<file path="config.mk">
export PLATFORM = sky130hd
export DESIGN_NAME = ges_top
export DESIGN_NICKNAME = d
export VERILOG_FILES = /design/src/include/ges_pkg.sv /design/src/rtl/ges_event_port.sv /design/src/rtl/ges_pin_drive.sv /design/src/rtl/ges_top.sv
export SDC_FILE = /design/constraint.sdc
export NUM_CORES = 1
export LEC_CHECK = 0
export BUFFER_PORTS_ARGS = -buffer_cell sky130_fd_sc_hd__buf_2
export CORE_MARGIN = 8
export CORE_UTILIZATION = 30
export DETAILED_ROUTE_END_ITERATION = 8
export PLACE_DENSITY = 0.62
export SYNTH_ARGS = -nofsm -noshare
export SYNTH_HDL_FRONTEND = slang
export SYNTH_SLANG_ARGS = --single-unit
</file>
<file path="constraint.sdc">
create_clock -name clk_in -period 1.4 [get_ports clk_in]
set_clock_uncertainty 0.15 [all_clocks]
set_input_delay 0.21 -clock clk_in [delete_from_list [all_inputs] [get_ports clk_in]]
set_output_delay 0.21 -clock clk_in [all_outputs]
set_load 0.01 [all_outputs]
</file>
<file path="src/include/ges_pkg.sv">
package ges_pkg;

    // geometry of the block
    localparam int          NUM_PORTS     = 5;
    localparam int          ADR_W         = 12;
    localparam int          DAT_W         = 32;

    // register byte offsets
    localparam logic [11:0] OFF_EVT_CTL   = 12'h450;
    localparam logic [11:0] OFF_EVT_STS   = 12'h454;
    localparam logic [11:0] OFF_INT_STS   = 12'h460;
    localparam logic [11:0] OFF_INT_MASK  = 12'h464;
    localparam logic [11:0] OFF_PIN_FN    = 12'h468;
    localparam logic [11:0] OFF_SWING     = 12'h500;

    // field positions
    localparam int          INVERT_BIT    = 0;
    localparam int          PORT_LSB      = 1;
    localparam int          SWING_BIT     = 8;
    localparam int          ALT_FN_BIT    = 0;
    localparam int          PIN_LEVEL_BIT = 1;

    // reset values
    localparam logic [4:0]  RST_ENABLES   = 5'h00;
    localparam logic [4:0]  RST_STATUS    = 5'h00;
    localparam logic [4:0]  RST_MASK      = 5'h00;
    localparam logic        RST_INVERT    = 1'h0;
    localparam logic        RST_SWING     = 1'h0;
    localparam logic        RST_ALT_FN    = 1'h0;

endpackage : ges_pkg

</file>
<file path="src/rtl/ges_event_port.sv">
`timescale 1ns/1ps
module ges_event_port (
    // clock and reset
    input  wire logic clk_in,
    input  wire logic sys_rst_in,
    // control and request
    input  wire logic enable_in,
    input  wire logic notify_in,
    // results
    output logic      flag_out,
    output logic      suppress_out,
    output logic      std_notify_out
);

    // flag follows the port request only while routing to the event pin
    always_ff @(posedge clk_in) begin
        if (sys_rst_in) begin
            flag_out <= 1'h0;
        end else begin
            flag_out <= enable_in & notify_in;
        end
    end

    // standard notifications are held off while the event route is chosen
    always_ff @(posedge clk_in) begin
        if (sys_rst_in) begin
            suppress_out   <= 1'h0;
            std_notify_out <= 1'h0;
        end else begin
            suppress_out   <= enable_in;
            std_notify_out <= notify_in & ~enable_in;
        end
    end

endmodule : ges_event_port

</file>
<file path="src/rtl/ges_pin_drive.sv">
`timescale 1ns/1ps
module ges_pin_drive (
    // clock and reset
    input  wire logic clk_in,
    input  wire logic sys_rst_in,
    // event and configuration
    input  wire logic event_in,
    input  wire logic invert_in,
    input  wire logic alt_fn_in,
    // pin
    output logic      pin_out,
    output logic      pin_oe_out
);

    // drive only in alternate function; otherwise release the pin
    always_ff @(posedge clk_in) begin
        if (sys_rst_in) begin
            pin_out    <= 1'h0;
            pin_oe_out <= 1'h0;
        end else begin
            pin_oe_out <= alt_fn_in;
            // active low unless inverted
            pin_out    <= alt_fn_in & (invert_in ? event_in : ~event_in);
        end
    end

endmodule : ges_pin_drive

</file>
<file path="src/rtl/ges_top.sv">
// The Wishbone slave port is this design's own decision.
`timescale 1ns/1ps
// What this block does
// status bits 1..5 read one while that port asserts the shared event output
// a port status bit never sets unless that port's event enable is set
// shared event drives pin 7 only when the pin is in alternate function
// status bits are read-only, reset zero; bit 0 and bits 31:6 read zero
// sticky bit 8 of serdes control resets zero; one selects low swing
// event output is active low, active high when the invert bit is set
// enabled ports suppress standard hot-plug, MSI, PME and use the event output
// shared event output is asserted whenever any port status bit is set
module ges_top #(
    parameter int NUM_PORTS = ges_pkg::NUM_PORTS
) (
    // clock and reset
    input  wire logic                  clk_in,
    input  wire logic                  sys_rst_in,
    // wishbone slave
    input  wire logic                  wb_cyc_in,
    input  wire logic                  wb_stb_in,
    input  wire logic                  wb_we_in,
    input  wire logic [11:0]           wb_adr_in,
    input  wire logic [3:0]            wb_sel_in,
    input  wire logic [31:0]           wb_dat_in,
    output logic      [31:0]           wb_dat_out,
    output logic                       wb_ack_out,
    // downstream port notifications
    input  wire logic [NUM_PORTS-1:0]  port_notify_in,
    output logic      [NUM_PORTS-1:0]  port_std_notify_out,
    output logic      [NUM_PORTS-1:0]  port_notify_suppress_out,
    // general purpose pin 7
    input  wire logic                  gpio7_in,
    output logic                       gpio7_out,
    output logic                       gpio7_oe_out,
    // serdes and interrupt
    output logic                       low_swing_out,
    output logic                       irq_out
);

    // software state
    logic [NUM_PORTS-1:0] enables_q;
    logic                 invert_q;
    logic                 alt_fn_q;
    logic                 swing_q;
    logic [NUM_PORTS-1:0] mask_q;
    // hardware state
    logic [NUM_PORTS-1:0] status_w;
    logic [NUM_PORTS-1:0] status_prev_q;
    logic [NUM_PORTS-1:0] int_sts_q;
    logic [NUM_PORTS-1:0] int_sts_d;
    logic                 shared_event_q;
    logic                 pin_level_q;
    // bus state
    logic                 ack_q;
    logic [31:0]          dat_q;
    logic [31:0]          rd_data;
    logic                 req;
    logic                 wr_ctl;
    logic                 wr_mask;
    logic                 wr_pin;
    logic                 wr_swing;
    logic                 rd_int;

    // word decode shared by read and write paths
    function automatic logic reg_hit(input logic [11:0] adr, input logic [11:0] off);
        reg_hit = (adr[11:2] == off[11:2]);
    endfunction : reg_hit

    // place a port vector at bits 1..5 of a word
    function automatic logic [31:0] port_word(input logic [NUM_PORTS-1:0] v);
        port_word = 32'h0;
        port_word[ges_pkg::PORT_LSB +: NUM_PORTS] = v;
    endfunction : port_word

    // one new request per transfer; ack_q gates a held request out
    assign req      = wb_cyc_in & wb_stb_in & ~ack_q;
    assign wr_ctl   = req & wb_we_in & reg_hit(wb_adr_in, ges_pkg::OFF_EVT_CTL) & wb_sel_in[0];
    assign wr_mask  = req & wb_we_in & reg_hit(wb_adr_in, ges_pkg::OFF_INT_MASK) & wb_sel_in[0];
    assign wr_pin   = req & wb_we_in & reg_hit(wb_adr_in, ges_pkg::OFF_PIN_FN) & wb_sel_in[0];
    assign wr_swing = req & wb_we_in & reg_hit(wb_adr_in, ges_pkg::OFF_SWING) & wb_sel_in[1];
    assign rd_int   = req & ~wb_we_in & reg_hit(wb_adr_in, ges_pkg::OFF_INT_STS);

    // per-port event flag and notification steering
    genvar gi;
    generate
        for (gi = 0; gi < NUM_PORTS; gi++) begin : g_port
            ges_event_port u_port (
                .clk_in         (clk_in),
                .sys_rst_in     (sys_rst_in),
                .enable_in      (enables_q[gi]),
                .notify_in      (port_notify_in[gi]),
                .flag_out       (status_w[gi]),
                .suppress_out   (port_notify_suppress_out[gi]),
                .std_notify_out (port_std_notify_out[gi])
            );
        end
    endgenerate

    // all ports share one event line
    always_ff @(posedge clk_in) begin
        if (sys_rst_in) begin
            shared_event_q <= 1'h0;
        end else begin
            shared_event_q <= |status_w;
        end
    end

    // pin mux and polarity
    ges_pin_drive u_pin (
        .clk_in     (clk_in),
        .sys_rst_in (sys_rst_in),
        .event_in   (shared_event_q),
        .invert_in  (invert_q),
        .alt_fn_in  (alt_fn_q),
        .pin_out    (gpio7_out),
        .pin_oe_out (gpio7_oe_out)
    );

    // pin level readback, taken as synchronous
    always_ff @(posedge clk_in) begin
        if (sys_rst_in) begin
            pin_level_q <= 1'h0;
        end else begin
            pin_level_q <= gpio7_in;
        end
    end

    // event control: polarity and per-port enables, byte lane 0
    always_ff @(posedge clk_in) begin
        if (sys_rst_in) begin
            invert_q  <= ges_pkg::RST_INVERT;
            enables_q <= ges_pkg::RST_ENABLES;
        end else if (wr_ctl) begin
            invert_q  <= wb_dat_in[ges_pkg::INVERT_BIT];
            enables_q <= wb_dat_in[ges_pkg::PORT_LSB +: NUM_PORTS];
        end
    end

    // pin function select
    always_ff @(posedge clk_in) begin
        if (sys_rst_in) begin
            alt_fn_q <= ges_pkg::RST_ALT_FN;
        end else if (wr_pin) begin
            alt_fn_q <= wb_dat_in[ges_pkg::ALT_FN_BIT];
        end
    end

    // swing select; sticky bits share the core reset here, no aux power domain
    always_ff @(posedge clk_in) begin
        if (sys_rst_in) begin
            swing_q <= ges_pkg::RST_SWING;
        end else if (wr_swing) begin
            swing_q <= wb_dat_in[ges_pkg::SWING_BIT];
        end
    end

    // low swing goes to the transmitter straight from the flop
    assign low_swing_out = swing_q;

    // interrupt mask
    always_ff @(posedge clk_in) begin
        if (sys_rst_in) begin
            mask_q <= ges_pkg::RST_MASK;
        end else if (wr_mask) begin
            mask_q <= wb_dat_in[ges_pkg::PORT_LSB +: NUM_PORTS];
        end
    end

    // a rising port flag is the event; set wins over the read clear
    always_comb begin
        int_sts_d = int_sts_q;
        if (rd_int) begin
            int_sts_d = '0;
        end
        int_sts_d = int_sts_d | (status_w & ~status_prev_q);
    end

    // sticky interrupt status and level output
    always_ff @(posedge clk_in) begin
        if (sys_rst_in) begin
            status_prev_q <= ges_pkg::RST_STATUS;
            int_sts_q     <= ges_pkg::RST_STATUS;
            irq_out       <= 1'h0;
        end else begin
            status_prev_q <= status_w;
            int_sts_q     <= int_sts_d;
            irq_out       <= |(int_sts_d & mask_q);
        end
    end

    // read mux; unmapped words answer zero
    always_comb begin
        rd_data = 32'h0;
        if (reg_hit(wb_adr_in, ges_pkg::OFF_EVT_STS)) begin
            rd_data = port_word(status_w);
        end else if (reg_hit(wb_adr_in, ges_pkg::OFF_EVT_CTL)) begin
            rd_data = port_word(enables_q);
            rd_data[ges_pkg::INVERT_BIT] = invert_q;
        end else if (reg_hit(wb_adr_in, ges_pkg::OFF_INT_STS)) begin
            rd_data = port_word(int_sts_q);
        end else if (reg_hit(wb_adr_in, ges_pkg::OFF_INT_MASK)) begin
            rd_data = port_word(mask_q);
        end else if (reg_hit(wb_adr_in, ges_pkg::OFF_PIN_FN)) begin
            rd_data[ges_pkg::ALT_FN_BIT]    = alt_fn_q;
            rd_data[ges_pkg::PIN_LEVEL_BIT] = pin_level_q;
        end else if (reg_hit(wb_adr_in, ges_pkg::OFF_SWING)) begin
            rd_data[ges_pkg::SWING_BIT] = swing_q;
        end
    end

    // ack one cycle after the request; writes to read-only words are dropped
    always_ff @(posedge clk_in) begin
        if (sys_rst_in) begin
            ack_q <= 1'h0;
            dat_q <= 32'h0;
        end else begin
            ack_q <= req;
            dat_q <= (req & ~wb_we_in) ? rd_data : 32'h0;
        end
    end

    assign wb_ack_out = ack_q;
    assign wb_dat_out = dat_q;

    // checks on what this block drives
    genvar ai;
    generate
        for (ai = 0; ai < NUM_PORTS; ai++) begin : g_chk

        end
    endgenerate
endmodule : ges_top

</file>
; ---- Word-level counts from Yosys, hierarchy flattened
; Index checks and enable logic that the tools add are counted.
[word_totals]
regBits = 76
wordCells = 92
out_inout_bits = 47
input_bits = 59
[classes]
reduce_logical = 7
eq_ne = 6
muxes = 8
n_bitwise = 38
[ops]
columns = cell, n
row1 = $eq 10x9->1 const B, 6
row2 = $and 1x1->1, 24
row3 = $mux 6, 3
row4 = $reduce_or 5->1, 3
row5 = $and 5x5->5, 2
row6 = $not 1->1, 10
row7 = $reduce_or 8->1, 1
row8 = $mux 5, 1
row9 = $not 5->5, 1
row10 = $or 5x5->5, 1
row11 = $mux 2, 2
row12 = $mux 4, 1
row13 = $reduce_or 4->1, 1
row14 = $reduce_or 3->1, 1
row15 = $reduce_or 2->1, 1
row16 = $mux 1, 1

; ---- Logic depth before layout (Yosys ltp)
[depth]
ltp_word = 8
ltp_mapped = 5
mapped_depth_nobuf = 4

; ---- Modules after synthesis
; From an unflattened synthesis, not the netlist that was laid out.
[hier_totals]
hier_cells = 207
area_unflattened_um2 = 2138.3
[by_module_without_submodules]
columns = mod, cells_each, n_inst, area_per_inst_um2, seq_area_each_um2
row1 = ges_top, 172, 1, 1642.8, 680.7
row2 = ges_event_port, 6, 5, 86.3, 60.1
row3 = ges_pin_drive, 5, 1, 63.8, 40.0

; ---- Worst setup path after synthesis
; OpenSTA, ideal clock, no wires.
[synth_timing]
path_type = in2reg
start = input wb_adr_in[7]
end = register irq_out
setup_ns = 0.117
cell_stages = 4
arrival_ns = 1.211
setup_slack_ns = -0.078
t_required_ns = 1.133
n_path_buf = 0
path_cell_list = nor4b_4 -> nand4_4 -> a31o_1 -> a22o_1
[synth_via]
elab_chain_len = 6
[synth_rtl]
columns = element, line
row1 = start: declaration, ges_top.sv:22  ; input wire logic [11:0] wb_adr_in,
row2 = $eq 10x9->1, ges_top.sv:66  ; reg_hit = (adr[11:2] == off[11:2]);
row3 = $and 1x1->1, ges_top.sv:81  ; assign rd_int = req & ~wb_we_in & reg_hit(wb_adr_in, ges_pkg::OFF_INT_STS);
row4 = $mux 5, ges_top.sv:172  ; if (rd_int) begin
row5 = $or 5x5->5, ges_top.sv:175  ; int_sts_d = int_sts_d | (status_w & ~status_prev_q);
row6 = $and 5x5->5, ges_top.sv:187  ; irq_out <= |(int_sts_d & mask_q);
row7 = $reduce_or 5->1, ges_top.sv:187
row8 = end signal: assignment, ges_top.sv:187
row9 = end: declaration, ges_top.sv:37  ; output logic irq_out
; Every way passes these cells.
; A chain may end at the register's enable or synchronous reset.

; ---- Worst setup path after layout
[layout_timing]
start = register ack_q (netlist: wb_ack_out)
end = register mask_q[2]
[layout_via]
elab_chain_len = 5
[layout_rtl]
columns = element, line
row1 = start: declaration, ges_top.sv:54  ; logic ack_q;
row2 = start signal: assignment, ges_top.sv:217  ; ack_q <= req;
row3 = $not 1->1, ges_top.sv:76  ; assign req = wb_cyc_in & wb_stb_in & ~ack_q;
row4 = $and 1x1->1, ges_top.sv:76
row5 = $and 1x1->1 (3 in series), ges_top.sv:78  ; assign wr_mask = req & wb_we_in & reg_hit(wb_adr_in, ges_pkg::OFF_INT_MASK) & wb_sel_in[0];
row6 = end signal: assignment, ges_top.sv:163  ; mask_q <= ges_pkg::RST_MASK;
row7 = end signal: assignment, ges_top.sv:165  ; mask_q <= wb_dat_in[ges_pkg::PORT_LSB +: NUM_PORTS];
row8 = end: declaration, ges_top.sv:45  ; logic [NUM_PORTS-1:0] mask_q;
; Every way passes these cells.

==> results by stage <==
Hold path:
- The type of the tightest min-delay check is input pin to flip-flop.
- The startpoint of the lowest-slack hold path is wb_dat_in[4].
- The endpoint of the worst hold-timing path is enables_q[3]$_SDFFE_PP0P_.
- Counting instances, the worst hold path has a depth of 3.

STA:
- Dividing the final minimum period by the clock period gives 1.06.
- Setup repair after global routing could not meet its margin everywhere.
- The worst setup margin is -0.0773 ns.
- After layout, the minimum clock period comes to 1.48 ns.
- The max-slew violation total from the final report is 0.
- For this run, the top clock speed supported by timing is 677 MHz.
- Setup violations remaining at the end of the flow were counted as 11.
- The final hold violation count is 0.

GRT:
- The number of antenna violations at the first check in global routing was 0.
- Across every metal layer, demand over resource in global routing totals 0.107.
- The first-pass GRT wire length is 8.94 mm.
- For this run the aggregate overflow at the end of global routing stands at 0.
- The via count of the first global-routing pass is 1,915.
- Entering global routing, the biggest net connects 19 pins.

Pwr:
- The worst-case vdd ir drop is around 0.00045 V.
- The analysis attributes to cell leakage a power of around 1.2 nW.
- The power density relative to cell area is 905 nW/um2.

Route:
- The final wirelength is 5.72 mm.
- The count of nets left with antenna violations once routing finished came out at 0.
- Before antenna repair, the detailed router went through 4 iterations.
- In this run, the number of DRC markers left after iteration 0 of detailed routing was 115.
- After detailed routing, the average wire length per cell comes to approximately 14 um.
- Across all layers, the routed design uses between 1,500 and 2,000 vias.
- For this run, design rule violations remaining after detail routing come to 0.
- The via density per instance is 4.57.

Worst setup path:
- Along the worst path, the maximum fanout reaches 5.
- The startpoint identified for the worst register-to-register timing path is wb_ack_out$_SDFF_PP0_.
- The worst register-to-register path has a setup slack of -0.08 ns.
- STA classifies the critical path startpoint as a flip-flop.
- The critical path is of the flip-flop to flip-flop type.
- The worst register-to-register path ends at mask_q[2]$_SDFFE_PP0P_.
- Data arrives at the worst endpoint at 1.53 ns.
- The worst setup path is captured at a flip-flop.
- STA puts the critical path data required time at 1.45 ns.
- The length in cells of the worst reg-to-reg path is 4.

Cells and area:
- The area growth from synthesis to final layout is 26.8%.
- The count of nets after finishing is 364.
- Measured on the finished design, the core utilization comes to 0.396.
- 0 antenna diodes ended up in the layout.
- In the final layout, the share of cells above drive strength 1 is 0.359.
- The area of all placed cells without fillers is 2880 um2.

Floorplanning:
- The number of top-level design ports is 106.
- The total area inside the core boundary comes to ~7300 um2.
- The initial standard-cell utilization of the core is 0.312.
- The die covers 10,600 um2.
- The number of rows in the core area is 31.
- The y dimension of the die is 103 um.
- The horizontal die dimension is 103 um.

Logic synthesis:
- The average instance in the mapped netlist occupies 9.64 um2.
- The number of enable flip-flop cells after synthesis is 0.
- The register bit total from synthesis is 51.
- The fraction of synthesis flops using an asynchronous set or reset pin is 0.
- The most instantiated flip-flop cell in the synthesis netlist is dfxtp_1.
- For this run, the register share of the synthesized area comes to 0.449.
- The yosys synthesis warning count is 0.
- The number of instances in the synthesized netlist is 236.
- The cell area after synthesis is 2270 um2.
- The post-synthesis cell type count is between 40 and 50.

CTS:
- The sink count of the clock tree is 51.
- The clock latency on the worst-skew pair is roughly 0.32 ns.
- TritonCTS built the clock tree.
- The buffer levels on the longest clock path is 2.
- The clock edge transition at the registers on the reported setup and hold paths is 0.10 ns.
- The total CTS buffers is 5.
- The maximum level of the CTS H-tree is 2.
- Clock tree synthesis selected as its root buffer the cell clkbuf_8.

Placement:
- Routability-driven placement finished with a final weighted congestion of ~0.84.
- In this run the tool buffered the top-level ports with 51 buffer cells.
- The HPWL after detailed placement is between 4 and 5 mm.
- Once placement finished, the instance area stood at 2570 um2.

Job:
- The number of violations of the max-capacitance limit is 0.

Run status:
- The final reports fail on setup timing.
- The flow ran to the end, but the final reports show violations.
-- placed cells by master, fill, tap and decap left out, types with 2 or more instances in the layout --
cell,count
buf_2,51
dfxtp_1,50
conb_1,25
buf_4,19
nor2b_1,18
a21oi_1,15
dlygate4sd3_1,10
mux2i_1,9
nor2_1,7
and3_1,7
nand3_1,7
nand4_1,7
nor3b_1,6
o21ai_2,5
clkbuf_8,5
o22a_1,4
o21ai_0,4
nand2_1,3
a22oi_1,3
a21oi_2,3
o21ai_1,3
nor2_2,3
inv_1,2
nor3_1,2
a22o_1,2
nand3b_1,2
and4b_1,2
nor2_4,2
and3_4,2
clkinv_4,2
-- flip-flops by register name (all words and copies together), names as in the netlist --
register	flops
mask_q	5
u_pin.pin_out	1
enables_q	5
status_prev_q	5
pin_level_q	1
shared_event_q	1
alt_fn_q	1
irq_out	1
g_port.u_port.std_notify_out	5
g_port.u_port.suppress_out	5
wb_dat_out	7
invert_q	1
low_swing_out	1
wb_ack_out	1
u_pin.pin_oe_out	1
g_port.u_port.flag_out	5
int_sts_q	5
-- per-stage QoR --
step | worst slack, ns | setup TNS, ns | power, W | hold WS [ns] | instances
CTS | -0.0650 | -0.275 | 0.00263 | 0.00135 | 403
detailed placement | -0.197 | -2.74 | 0.00170 | 0.312 | 385
finish | -0.0773 | -0.583 | 0.00261 | 0.0113 | 405
global placement | -0.207 | -2.41 | 0.00170 | 0.288 | 385
global route | -0.153 | -1.48 | 0.00274 | 0.000796 | 405
floorplan | -0.0350 | -0.0616 | 0.00166 | 0.139 | 260
-- area by class of cell --
class                           count  area (um2)
Fill cell                         741        4410
Clock buffer                        5        68.8
Tap cell                           99         124
Sequential cell                    51        1020
Clock inverter                      3        28.8
Inverter                            2        7.51
Timing Repair Buffer               81         509
Multi-Input combinational cell    164        1120
-- report_power, final --
group	internal [W]	switching [W]	leakage, nW	total [W]
Clock	0.000371	0.000538	0.0502	0.000909
Sequential	0.00146	0.00000280	0.413	0.00146
Combinational	0.000103	0.000136	0.777	0.000239
Total	0.00193	0.000677	1.24	0.00261
-- synth_stat cells (2+ instances only) --
cell      count  area, um2
and3b_1       2       17.5
o22a_1        4       35.0
and3_1        7       43.8
a21oi_1      18       90.1
and4b_1       3       30.0
nor3b_1       6       45.0
a22oi_1       3       22.5
nand4_1       7       43.8
mux2i_1       9       90.1
a22o_1        2       17.5
nor3_1        3       15.0
nor2b_1      18        113
nand2_1       3       11.3
nand3_1       9       45.0
clkbuf_1      5       18.8
nand3b_1      2       15.0
buf_4        35        263
inv_1         2       7.51
nor2_1       12       45.0
o21ai_0      12       60.1
dfxtp_1      51       1020
-- metal layers --
| metal | part of all wire | wire [um] | vias to the layer above | global-route usage |
|---|---|---|---|---|
| met1 | 0.44 | 2510 | 870 | 0.126 |
| met3 | 0.069 | 392 | 6 | 0.0324 |
| met4 | 0.013 | 72 | 0 | 0.0367 |
| met2 | 0.48 | 2750 | 59 | 0.181 |
| li1 | - | - | 917 | - |
| met5 | 0 | 0 | - | 0 |
-- worst max-delay path, stage by stage (launching register included) --
cell and delay (ns):
dfxtp_2 0.34, and4b_2 0.35, nand4_1 0.22, o21ai_1 0.20, a21oi_1 0.10
-- cells by family after synthesis --
group	after synthesis	share of synthesized area
AND/OR/NAND/NOR	82	0.237
flip-flops	51	0.449
buffers and inverters	46	0.142
AO/OA/AOI/OAI	45	0.122
multiplexers	10	0.0446
XOR/XNOR	1	0.00385
other	1	0.00165
-- how the worst max path moves through the flow --
stage                               start                endpoint  slack [ns]  depth (start not counted)
floorplan                    wb_adr_in[8]      irq_out$_SDFF_PP0_       -0.03                          4
finish              wb_ack_out$_SDFF_PP0_  mask_q[2]$_SDFFE_PP0P_       -0.08                          4
CTS                 wb_ack_out$_SDFF_PP0_  mask_q[2]$_SDFFE_PP0P_       -0.07                          4
global route        wb_ack_out$_SDFF_PP0_  mask_q[4]$_SDFFE_PP0P_       -0.15                          4
detailed placement           wb_adr_in[8]      irq_out$_SDFF_PP0_       -0.20                          6
global placement             wb_adr_in[8]      irq_out$_SDFF_PP0_       -0.21                          6
-- what timing repair did --
| item | in CTS | in global routing |
|---|---|---|
| endpoints found under the setup margin | 15 | 16 |
| cloned | 1 | 0 |
| resized for setup | 12 | 23 |
| buffers inserted | 0 | 1 |
| hold endpoints to repair | 13 | 1 |
| hold buffers | 9 | 1 |
| pin swaps | 5 | 13 |
Power figures use the tool's default switching activity.
